[src/ilmp_params.svh]
// offsets, field positions and reset values of the identity/led/mib/phy bank
`ifndef ILMP_PARAMS_SVH
`define ILMP_PARAMS_SVH
// bank numbers that hold registers of this block
`define ILMP_BANK_ID     6'd32
`define ILMP_BANK_IND    6'd42
`define ILMP_BANK_PHY    6'd45
`define ILMP_BANK_SPC    6'd49
// register indices, byte address is four times the index
`define ILMP_IDX_BANKSEL 4'hE
`define ILMP_IDX_ID      4'h0
`define ILMP_IDX_GCTL    4'hA
`define ILMP_IDX_INDIRECT_ACCESS_CONTROL    4'h0
`define ILMP_IDX_D1      4'h2
`define ILMP_IDX_D2      4'h4
`define ILMP_IDX_D3      4'h6
`define ILMP_IDX_DLO     4'h8
`define ILMP_IDX_DHI     4'hA
`define ILMP_IDX_PHY     4'h0
`define ILMP_IDX_SPC     4'h2
// global control fields
`define ILMP_GC_SEL_HI   15
`define ILMP_GC_SEL_LO   9
// indirect control fields
`define ILMP_IA_DIR      12
`define ILMP_IA_TBL_HI   11
`define ILMP_IA_TBL_LO   10
`define ILMP_IA_ADR_HI   9
`define ILMP_TBL_MIB     2'b11
// phy basic control fields
`define ILMP_PB_SPEED    13
`define ILMP_PB_AN       12
`define ILMP_PB_PDN      11
`define ILMP_PB_RESTART  9
`define ILMP_PB_FDX      8
`define ILMP_PB_XALG     5
`define ILMP_PB_FXOVR    4
`define ILMP_PB_DXOVR    3
`define ILMP_PB_DTX      1
`define ILMP_PB_DLED     0
`define ILMP_PB_WMASK    16'h7B3F
// reset values
`define ILMP_RST_BANK    6'h00
`define ILMP_RST_GCTL    16'h0835
`define ILMP_RST_INDIRECT_ACCESS_CONTROL    16'h0000
`define ILMP_RST_DATA    16'h0000
`define ILMP_RST_PHY     16'h1020
`endif

[src/ilmp_pkg.sv]
// types shared by the identity/led/mib/phy register bank
package ilmp_pkg;
  // which register an access hits
  typedef enum logic [3:0] {
    ILMP_RID_NONE, ILMP_RID_BANK, ILMP_RID_ID, ILMP_RID_GCTL,
    ILMP_RID_INDIRECT_ACCESS_CONTROL, ILMP_RID_RSVD, ILMP_RID_DLO, ILMP_RID_DHI,
    ILMP_RID_PHY, ILMP_RID_SPC
  } ilmp_rid_t;
  // one indirect table command
  typedef struct packed {
    logic        valid;
    logic        read;
    logic [1:0]  table_sel;
    logic [9:0]  addr;
    logic [31:0] wdata;
  } ilmp_cmd_t;
  // live port state feeding the indicators
  typedef struct packed {
    logic link;
    logic act;
    logic fdx;
    logic col;
    logic spd100;
  } ilmp_link_t;
  // decoded phy controls
  typedef struct packed {
    logic force_100;
    logic an_enable;
    logic power_down;
    logic full_duplex;
    logic crossover_algorithm_select;
    logic force_crossed;
    logic disable_crossover;
    logic disable_tx;
    logic disable_indicators;
  } ilmp_phyctl_t;
  // whole state of the register bank
  typedef struct packed {
    logic [5:0]  bank;
    logic [15:0] gctl;
    logic [15:0] indirect_access_control;
    logic [15:0] dlo;
    logic [15:0] dhi;
    logic [15:0] phy;
    ilmp_cmd_t   cmd;
    logic        restart;
    logic        pready;
    logic        pslverr;
    logic [31:0] prdata;
    logic [3:0]  ind;
  } ilmp_state_t;
endpackage

[src/ilmp_regs.sv]
// apb register bank: identity, indicator select, indirect mib port, phy ctl
//
// Summary of operation
// - identity word read-only: family, part, revision
// - select code from global bits 15 and 9
// - codes 00 and 01 indicator mappings
// - code 10 mapping, code 11 undefined
// - each indirect control write launches one access
// - bit 12: one reads, zero writes
// - table field 11 selects counters only
// - low ten bits address the counter
// - data window 32 bits over two words
// - first three data words read zero
// - bit 13 forces speed without autoneg
// - bit 12 enables autoneg, resets to one
// - writing one to bit 9 restarts autoneg
// - bit 8 selects full or half duplex
// - bit 5 picks crossover algorithm, resets one
// - bits 4, 3 force or disable crossover
// - bits 1, 0 disable transmitter, indicators
// - bank select reachable at 0xE everywhere
//
// The APB slave port was chosen for this implementation.
`include "ilmp_params.svh"
`timescale 1ns/1ps
`default_nettype none

module ilmp_regs
  import ilmp_pkg::*;
#(
  parameter int ADDR_W = 12,
  parameter logic [7:0] FAMILY_CODE = 8'h5A, // arbitrary value
  parameter logic [3:0] PART_CODE   = 4'h3,  // arbitrary value
  parameter logic [2:0] REV_CODE    = 3'h2   // arbitrary value
) (
  input  wire logic              sys_clk,
  input  wire logic              resetn,
  input  wire logic [ADDR_W-1:0] paddr,
  input  wire logic              psel,
  input  wire logic              penable,
  input  wire logic              pwrite,
  input  wire logic [31:0]       pwdata,
  input  wire logic [3:0]        pstrb,
  output logic [31:0]            prdata,
  output logic                   pready,
  output logic                   pslverr,
  input  wire ilmp_link_t        link_state,
  output logic [3:0]             port_indicator,
  output ilmp_cmd_t              mib_cmd,
  input  wire logic              mib_rvalid,
  input  wire logic [31:0]       mib_rdata,
  output ilmp_phyctl_t           phy_ctrl,
  output logic                   an_restart
);

  // the word index needs four address bits above the byte lanes
  if (ADDR_W < 6) begin : g_bad_addr
    $error("ADDR_W must be at least 6");
  end

  localparam ilmp_state_t ST_RST = '{
    bank:    `ILMP_RST_BANK,
    gctl:    `ILMP_RST_GCTL,
    indirect_access_control:    `ILMP_RST_INDIRECT_ACCESS_CONTROL,
    dlo:     `ILMP_RST_DATA,
    dhi:     `ILMP_RST_DATA,
    phy:     `ILMP_RST_PHY,
    default: '0
  };

  // basic control bit to special-control bit, -1 where none, bit 15 first
  localparam int SPC_POS [15:0] = '{
    -1, -1, 6, 7, 11, -1, 13, 5,
    -1, -1, -1, 9, 10, 12, 14, 15
  };

  ilmp_state_t s_reg;      // registered state
  ilmp_state_t s_next;     // next state
  ilmp_rid_t   rid;        // register hit by the current access
  logic        acc;        // access phase of a transfer
  logic        wr;         // write commits at this edge
  logic [15:0] wmask;      // byte enables of the low half
  logic [15:0] wval;       // low half of write data

  // map an address in the active bank to a register
  function automatic ilmp_rid_t reg_decode(
    input logic [5:0]        bank,
    input logic [ADDR_W-1:0] addr
  );
    logic [3:0] idx;
    logic       ok;
    idx = addr[5:2];
    ok  = (addr[1:0] == 2'b00) && (addr >> 6 == '0);
    reg_decode = ILMP_RID_NONE;
    if (!ok) begin
      reg_decode = ILMP_RID_NONE;
    // bank select answers in every bank, reserved banks too
    end else if (idx == `ILMP_IDX_BANKSEL) begin
      reg_decode = ILMP_RID_BANK;
    end else if (bank == `ILMP_BANK_ID) begin
      if (idx == `ILMP_IDX_ID) begin
        reg_decode = ILMP_RID_ID;
      end else if (idx == `ILMP_IDX_GCTL) begin
        reg_decode = ILMP_RID_GCTL;
      end
    end else if (bank == `ILMP_BANK_IND) begin
      unique case (idx)
        `ILMP_IDX_INDIRECT_ACCESS_CONTROL: reg_decode = ILMP_RID_INDIRECT_ACCESS_CONTROL;
        `ILMP_IDX_D1,
        `ILMP_IDX_D2,
        `ILMP_IDX_D3:   reg_decode = ILMP_RID_RSVD;
        `ILMP_IDX_DLO:  reg_decode = ILMP_RID_DLO;
        `ILMP_IDX_DHI:  reg_decode = ILMP_RID_DHI;
        default:        reg_decode = ILMP_RID_NONE;
      endcase
    end else if (bank == `ILMP_BANK_PHY) begin
      if (idx == `ILMP_IDX_PHY) begin
        reg_decode = ILMP_RID_PHY;
      end
    end else if (bank == `ILMP_BANK_SPC) begin
      if (idx == `ILMP_IDX_SPC) begin
        reg_decode = ILMP_RID_SPC;
      end
    end
  endfunction

  // gather the aliased bits into special-control layout
  function automatic logic [15:0] phy_to_spc(input logic [15:0] w);
    logic [15:0] r;
    r = '0;
    for (int i = 0; i < 16; i++) begin
      if (SPC_POS[i] >= 0) begin
        r[SPC_POS[i]] = w[i];
      end
    end
    phy_to_spc = r;
  endfunction

  // apply a special-control write onto the basic word
  function automatic logic [15:0] spc_to_phy(
    input logic [15:0] cur,
    input logic [15:0] w,
    input logic [15:0] m
  );
    logic [15:0] r;
    r = cur;
    for (int i = 0; i < 16; i++) begin
      if (SPC_POS[i] >= 0) begin
        if (m[SPC_POS[i]]) begin
          r[i] = w[SPC_POS[i]];
        end
      end
    end
    spc_to_phy = r;
  endfunction

  // read value of the addressed register
  function automatic logic [15:0] read_mux(
    input ilmp_rid_t   r,
    input ilmp_state_t st
  );
    unique case (r)
      ILMP_RID_BANK: read_mux = {10'h000, st.bank};
      ILMP_RID_ID:   read_mux = {FAMILY_CODE, PART_CODE, REV_CODE, 1'b0};
      ILMP_RID_GCTL: read_mux = st.gctl;
      ILMP_RID_INDIRECT_ACCESS_CONTROL: read_mux = st.indirect_access_control;
      ILMP_RID_RSVD: read_mux = 16'h0000;
      ILMP_RID_DLO:  read_mux = st.dlo;
      ILMP_RID_DHI:  read_mux = st.dhi;
      ILMP_RID_PHY:  read_mux = st.phy;
      ILMP_RID_SPC:  read_mux = phy_to_spc(st.phy);
      ILMP_RID_NONE: read_mux = 16'h0000;
    endcase
  endfunction

  // access decode and write strobe
  always_comb begin
    acc   = psel && penable;
    rid   = reg_decode(s_reg.bank, paddr);
    wr    = acc && s_reg.pready && pwrite && (rid != ILMP_RID_NONE);
    wmask = {{8{pstrb[1]}}, {8{pstrb[0]}}};
    wval  = pwdata[15:0];
  end

  // next-state logic of the whole bank
  always_comb begin
    logic [1:0] sel;
    logic       la;
    s_next = s_reg;
    sel = 2'b00;
    la = 1'b0;
    // one-cycle pulses fall by default
    s_next.cmd.valid = 1'b0;
    s_next.restart = 1'b0;
    // apb answer one cycle into the access phase
    if (acc && !s_reg.pready) begin
      s_next.pready = 1'b1;
      s_next.pslverr = (rid == ILMP_RID_NONE);
      s_next.prdata = pwrite ? 32'h0000_0000
                             : {16'h0000, read_mux(rid, s_reg)};
    end else begin
      s_next.pready = 1'b0;
      s_next.pslverr = 1'b0;
      s_next.prdata = 32'h0000_0000;
    end
    // register writes commit when pready is sampled high
    if (wr) begin
      unique case (rid)
        ILMP_RID_BANK: begin
          if (pstrb[0]) begin
            s_next.bank = pwdata[5:0];
          end
        end
        ILMP_RID_GCTL: begin
          s_next.gctl = (s_reg.gctl & ~wmask) | (wval & wmask);
        end
        ILMP_RID_INDIRECT_ACCESS_CONTROL: begin
          s_next.indirect_access_control = (s_reg.indirect_access_control & ~wmask) | (wval & wmask);
          s_next.cmd.valid = 1'b1;
          s_next.cmd.read = s_next.indirect_access_control[`ILMP_IA_DIR];
          s_next.cmd.table_sel =
            s_next.indirect_access_control[`ILMP_IA_TBL_HI:`ILMP_IA_TBL_LO];
          s_next.cmd.addr = s_next.indirect_access_control[`ILMP_IA_ADR_HI:0];
          s_next.cmd.wdata = {s_reg.dhi, s_reg.dlo};
        end
        ILMP_RID_DLO: begin
          s_next.dlo = (s_reg.dlo & ~wmask) | (wval & wmask);
        end
        ILMP_RID_DHI: begin
          s_next.dhi = (s_reg.dhi & ~wmask) | (wval & wmask);
        end
        ILMP_RID_PHY: begin
          s_next.phy = (s_reg.phy & ~(wmask & `ILMP_PB_WMASK))
                     | (wval & wmask & `ILMP_PB_WMASK);
        end
        ILMP_RID_SPC: begin
          // alias writes land in the basic word
          s_next.phy = spc_to_phy(s_reg.phy, wval, wmask);
        end
        default: begin
          s_next.bank = s_reg.bank;
        end
      endcase
      // restart pulse when bit 9 is one after a phy or alias write
      if (s_next.phy[`ILMP_PB_RESTART] &&
          (rid == ILMP_RID_PHY || rid == ILMP_RID_SPC)) begin
        s_next.restart = 1'b1;
      end
    end
    // table read data wins over a same-cycle host write
    if (mib_rvalid) begin
      s_next.dlo = mib_rdata[15:0];
      s_next.dhi = mib_rdata[31:16];
    end
    sel = {s_reg.gctl[`ILMP_GC_SEL_HI], s_reg.gctl[`ILMP_GC_SEL_LO]};
    la = link_state.link && !link_state.act;
    // indicator mapping per select code
    unique case (sel)
      2'b00: s_next.ind = {1'b0, la,
                           link_state.fdx || link_state.col,
                           link_state.spd100};
      2'b01: s_next.ind = {1'b0, la && link_state.spd100,
                           la && !link_state.spd100,
                           link_state.fdx};
      2'b10: s_next.ind = {link_state.act, link_state.link,
                           link_state.fdx || link_state.col,
                           link_state.spd100};
      2'b11: s_next.ind = 4'h0;
    endcase
    if (s_reg.phy[`ILMP_PB_DLED]) begin
      s_next.ind = 4'h0;
    end
  end

  // state register
  always_ff @(posedge sys_clk) begin
    if (!resetn) begin
      s_reg <= ST_RST;
    end else begin
      s_reg <= s_next;
    end
  end

  // outputs straight from the state register
  assign prdata = s_reg.prdata;
  assign pready = s_reg.pready;
  assign pslverr = s_reg.pslverr;
  assign port_indicator = s_reg.ind;
  assign mib_cmd = s_reg.cmd;
  assign an_restart = s_reg.restart;
  assign phy_ctrl.force_100 = s_reg.phy[`ILMP_PB_SPEED];
  assign phy_ctrl.an_enable = s_reg.phy[`ILMP_PB_AN];
  assign phy_ctrl.power_down = s_reg.phy[`ILMP_PB_PDN];
  assign phy_ctrl.full_duplex = s_reg.phy[`ILMP_PB_FDX];
  assign phy_ctrl.crossover_algorithm_select = s_reg.phy[`ILMP_PB_XALG];
  assign phy_ctrl.force_crossed = s_reg.phy[`ILMP_PB_FXOVR];
  assign phy_ctrl.disable_crossover = s_reg.phy[`ILMP_PB_DXOVR];
  assign phy_ctrl.disable_tx = s_reg.phy[`ILMP_PB_DTX];
  assign phy_ctrl.disable_indicators = s_reg.phy[`ILMP_PB_DLED];
endmodule

`default_nettype wire

[config.mk]
export PLATFORM = sky130hd
export DESIGN_NAME = ilmp_regs
export DESIGN_NICKNAME = d
export VERILOG_FILES = /design/src/ilmp_pkg.sv /design/src/ilmp_regs.sv
export VERILOG_INCLUDE_DIRS = /design/src /design/src/src
export SDC_FILE = /design/constraint.sdc
export NUM_CORES = 1
export LEC_CHECK = 0
export ABC_CLOCK_PERIOD_IN_PS = 3100
export BUFFER_PORTS_ARGS = -buffer_cell sky130_fd_sc_hd__buf_2
export CAP_MARGIN = 20
export CORE_MARGIN = 3
export CORE_UTILIZATION = 40
export DETAILED_ROUTE_END_ITERATION = 16
export GPL_TIMING_DRIVEN = 0
export MAX_ROUTING_LAYER = met4
export PLACE_DENSITY = 0.68
export SYNTH_ARGS = -nofsm -noshare
export SYNTH_HDL_FRONTEND = slang
export SYNTH_SLANG_ARGS = --single-unit
[constraint.sdc]
create_clock -name sys_clk -period 3.1 [get_ports sys_clk]
set_input_delay 0.155 -clock sys_clk [delete_from_list [all_inputs] [get_ports sys_clk]]
set_output_delay 0.155 -clock sys_clk [all_outputs]
set_load 0.05 [all_outputs]
# Yosys cells after proc, flatten, opt, wreduce, memory -nomap -nowiden
# Cells that the tools add are included.
# word_totals
input_bits	91
regBits	171
output_inout_bits	94
wordCells	133
# op_classes
n_eq_ne	27
bitwise_logic	15
muxes	33
reduce_logical	38
# op_table
op	count
$pmux 16 s9	1
$and 16x16->16	6
$mux 95	1
$mux 16	4
$or 16x16->16	4
$mux 46	1
$mux 34	1
$mux 32	1
$mux 4	8
$pmux 16 s2	1
$eq 4x3->1 const B	6
$eq 6x6->1 const B	4
$eq 4x4->1 const B	5
$not 15->16	1
$not 16->16	1
$or 16x15->16	1
$pmux 4 s4	1
$eq 4x2->1 const B	3
$logic_not 12->1	1
$pmux 3 s4	1
$reduce_and 2->1	6
$reduce_and 3->1	4
$mux 1	11
$logic_and 1x1->1	10
other kinds (17)	30

# Longest topological paths before layout
# depth
ltp_word	15
mapped_depth	11
mapped_depth_nobuf	7

# Least setup slack after synthesis
# Ideal clock, no wire load.
# synth_path
path_kind	register to register
start	reg s_reg[165] (netlist name)
end	reg s_reg[126] (netlist name)
n_path_buf	2
setup_time_ps	133
synth_period_minus_slack_ps	2320
t_required_ps	2967
stages_incl_launch_ff	10
slack_ps	780
arrival_ps	2188
path_cell_list	dfxtp_1 > and4bb_4 > nand4b_4 > or2_1 > buf_6 > a2111oi_4 > and4_1 > buf_6 > mux2i_1 > a21oi_1
# synth_via
elab_chain_cells	11
word_cells_on_any_way	16
cone_classes	eq/ne: 5; mux: 6; reduce/logical: 5
# synth_rtl
item	line_no	source
start, declared	ilmp_regs.sv:77	ilmp_state_t s_reg;
start signal, assigned	ilmp_regs.sv:280	s_reg <= s_next;
$eq 6x6->1 (no source line)	--	
$mux 4	ilmp_regs.sv:120	end else if (bank == `ILMP_BANK_SPC) begin
$mux 4	ilmp_regs.sv:116	end else if (bank == `ILMP_BANK_PHY) begin
$mux 4	ilmp_regs.sv:106	end else if (bank == `ILMP_BANK_IND) begin
$mux 4 (*)	ilmp_regs.sv:100	end else if (bank == `ILMP_BANK_ID) begin
$mux 4 (*)	ilmp_regs.sv:98	end else if (idx == `ILMP_IDX_BANKSEL) begin
$mux 4 (*)	ilmp_regs.sv:95	if (!ok) begin
$reduce_bool 4->1	ilmp_regs.sv:180	wr = acc && s_reg.pready && pwrite && (rid != ILMP_RID_NONE);
$logic_and 1x1->1	ilmp_regs.sv:180	
$reduce_bool 2->1 (no source line)	--	
$reduce_and 2->1 (no source line) (*)	--	
# Every way passes the cells marked *; elsewhere a longest branch is shown, timed or not.
# A chain may end at the register's enable or synchronous reset.

# Worst setup path after layout
# layout_path
start	reg s_reg[165] (netlist name)
end	reg s_reg, in the netlist prdata[5]
# layout_via
elab_chain_cells	10
word_cells_on_any_way	22
cone_classes	eq/ne: 13; mux: 7; reduce/logical: 2
# layout_rtl
item	line_no	source
$eq 6x6->1 (no source line)	--	
$mux 4	ilmp_regs.sv:120	
$mux 4	ilmp_regs.sv:116	
$mux 4	ilmp_regs.sv:106	
$mux 4 (*)	ilmp_regs.sv:100	
$mux 4 (*)	ilmp_regs.sv:98	
$mux 4 (*)	ilmp_regs.sv:95	
$eq 4x3->1 or $logic_not 4->1 (tied branches)	ilmp_regs.sv:162	unique case (r)
$reduce_or 2->1 (no source line)	--	
$pmux 16 s9 (*)	ilmp_regs.sv:162	
# Marks and branches as above.

==> impl_metrics.env <==
export IMPL_yosysUniqueCellTypes=67
export IMPL_fmax_mhz=347
export IMPL_fin_skew_ns=0.0101
export IMPL_whs_ns=0.0187
export IMPL_clkTransAtPathRegs_ns=0.06
export IMPL_postSynthAreaPerCell_um2=8.93
export IMPL_drv_slew=0
export IMPL_worstSetupPathType="flip-flop to flip-flop"
export IMPL_diodes=0
export IMPL_die_h_um=141
export IMPL_drt_wirelength_per_cell_um=18.8
export IMPL_met2_usage=0.359
export IMPL_r2r_setup_slack_ns=0.22
export IMPL_dp_cells=1210
export IMPL_worst_path_max_fanout=10
export IMPL_fp_row_count=48
export IMPL_overflow=0
export IMPL_pre_cts_ws_ns=0.121
export IMPL_vias_per_cell=5.39
export IMPL_r2r_cells=8
export IMPL_ys_ff_latch=142
export IMPL_cts_root_buf="clkbuf_16"
export IMPL_ios=185
export IMPL_io_buffers=149
export IMPL_drc=0
export IMPL_coreArea_mm2=0.0176
export IMPL_ys_seq_area_frac=0.388
export IMPL_grt_pass1_wl_um=35800
export IMPL_start_kind="flip-flop"
export IMPL_synth_area_leaders="dfxtp_1 39%, buf_4 9.4%, mux2i_1 8.2%"
export IMPL_synth_edf_count=0
export IMPL_grtUsageMet1=0.315
export IMPL_top_usage_layer="met2"
export IMPL_cp_required_ns=3.46
export IMPL_period_share=0.929
export IMPL_status="finished clean"
export IMPL_antenna_found_initial=0
export IMPL_wl_um=23500
export IMPL_cts_buffers=17
export IMPL_grt_pass1_vias=6250
export IMPL_start_util=0.417
export IMPL_leakage_nw=3.84
export IMPL_timing_rr_start="s_reg[165]$_SDFFE_PN0P_"
export IMPL_grt_usage=0.240
export IMPL_peakVddDrop_mv=0.415
export IMPL_synth_area_mm2=0.00733
export IMPL_synthToLayoutAreaGrowth_pct=24.4
export IMPL_die_area_mm2=0.0200
export IMPL_pwr_density_cell_mw_per_mm2=477
export IMPL_drive_gt1_frac=0.305
export IMPL_gp_congestion=0.959
export IMPL_tightest_slew_ns=0.824
export IMPL_slew_headroom=0.451
export IMPL_rsz0062_at_grt="false"
export IMPL_vias=6735
export IMPL_ant_nets=0
export IMPL_synth_ff_type="dfxtp_1"
export IMPL_fin_crit_ns=2.88
export IMPL_clock_sinks=142
export IMPL_clk_path_buf_depth=2
export IMPL_grt_max_degree=17
export IMPL_setup_tns_ns=0
export IMPL_netlist_instances=821
export IMPL_ys_warnings_count=0
export IMPL_finalNonFillerCells=1249
export IMPL_nNetsFinal=1104
export IMPL_cp_endpoint="prdata[5]$_SDFF_PP0_"
export IMPL_clk_latency_ns=0.43
export IMPL_first_pass_iters=7
export IMPL_first_iter_violations=784
export IMPL_startpoint="s_reg[165]$_SDFFE_PN0P_"
export IMPL_arrival_ns=3.24
export IMPL_die_w_um=141
export IMPL_cts_tree="built"
export IMPL_final_hold_viol_count=0
export IMPL_endpoint_kind="flip-flop"
export IMPL_maxCapViolCount=0
export IMPL_r2r_end="prdata[5]$_SDFF_PP0_"
export IMPL_yosys_area_top_type="dfxtp_1"
export IMPL_min_path_type="input port to flip-flop"
export IMPL_async_flop_share=0
export IMPL_h_tree_depth=4
export IMPL_grt_met3_usage=0.0468
export IMPL_synth_top_area_frac=0.388
export IMPL_fill_cells=1686
export IMPL_setup_viol=0
export IMPL_setup_ws_ns=0.220
export IMPL_dp_final_hpwl_um=17700
kinds of logic after synthesis:
family | share of synthesized area
and+or+nand+nor | 0.189
AOI/OAI and AO/OA | 0.211
buffers and inverters | 0.128
DFF | 0.388
muxes | 0.0834
other | 0.000511
where the power goes:
part	internal, mW	total (mW)	leakage (nW)	switching [mW]
logic	0.128	0.341	2.40	0.213
clock network	1.34	2.13	0.290	0.787
registers	1.85	1.88	1.15	0.0294
total	3.32	4.35	3.84	1.03
timing repair:
item | CTS | global route
endpoints found under the setup margin | 0 | 6
hold buffers | 7 | 0
gates resized for setup | 0 | 1
setup buffers | 0 | 2
endpoints found under the hold margin | 5 | 0
critical path: stages (launching register included):
cell	delay [ns]
dfxtp_1	0.36
and4bb_4	0.38
nand4b_4	0.18
or2_1	0.27
buf_6	0.16
a2111oi_4	0.61
and2_1	0.42
a222oi_1	0.22
a21oi_1	0.21
worst min path at each step:
stage | endpoint | startpoint | depth (start not counted) | slack [ns]
final | s_reg[114]$_SDFFE_PN0P_ | mib_rdata[29] | 3 | 0.02
after global routing | prdata[1]$_SDFF_PP0_ | pwrite | 3 | 0.03
after CTS | s_reg[127]$_SDFFE_PN0P_ | mib_rdata[10] | 3 | 0.006
after detailed placement | port_indicator[3]$_SDFF_PP0_ | link_state[3] | 3 | 0.42
after global placement | port_indicator[3]$_SDFF_PP0_ | link_state[3] | 3 | 0.41
after floorplan | flip-flop | pwdata[0] | 2 | 0.28
cells in the mapped netlist (all sizes together) (5+ instances only):
cell type  count
a211oi         5
a21boi        41
a21oi         32
a222oi         8
a22o          38
a31oi          5
and2          17
buf          111
clkbuf        33
dfxtp        142
mux2i         60
nand2        113
nand2b         6
nand3         30
nor2          28
nor2b         33
nor3           7
nor4           6
o211ai         6
o21a           6
o21ai         29
o2bb2ai        5
cell type report:
cell class / count / area (µm²) / share of cell area
inverter: 4 / 15.0 / 0.00165
clock buffer: 21 / 480 / 0.0527
sequential: 142 / 2840 / 0.312
timing repair buffer: 158 / 831 / 0.0911
tap: 225 / 282 / 0.0309
clock inverter: 9 / 134 / 0.0147
buffer: 144 / 923 / 0.101
multi-input combinational: 546 / 3610 / 0.396
per-layer routing:
| metal | up-vias | share of wire |
|---|---|---|
| met2 | 368 | 0.45 |
| met3 | 72 | 0.093 |
| met1 | 3089 | 0.42 |
| li1 | 3206 | - |
| met4 | 0 | 0.036 |
| met5 | - | 0 |
per-stage QoR:
step                      instance area [µm²]   util  power [mW]
after floorplan                          7390      -        2.11
after global placement                   8420  0.478        2.25
after detailed placement                 8420  0.478        2.25
after CTS                                9100  0.517        4.37
after global routing                     9120  0.518        4.48
final                                    9120  0.518        4.35
placed cells by master (no fill, tap or decap), types with 8 or more instances in the layout:
| cell | synthesis | routed |
|---|---|---|
| conb_1 | 1 | 16 |
| and2_1 | 17 | 17 |
| a21oi_1 | 32 | 32 |
| nor2b_1 | 33 | 33 |
| buf_4 | 92 | 94 |
| clkbuf_16 | 0 | 17 |
| o21ai_0 | 28 | 28 |
| nor2_1 | 25 | 25 |
| a22o_1 | 38 | 38 |
| buf_2 | 12 | 161 |
| nand3_1 | 29 | 29 |
| a222oi_1 | 8 | 8 |
| clkbuf_1 | 33 | 33 |
| mux2i_1 | 60 | 60 |
| dfxtp_1 | 142 | 142 |
| a21boi_0 | 36 | 36 |
| nand2_1 | 113 | 113 |
(Power assumes the default switching activity.)
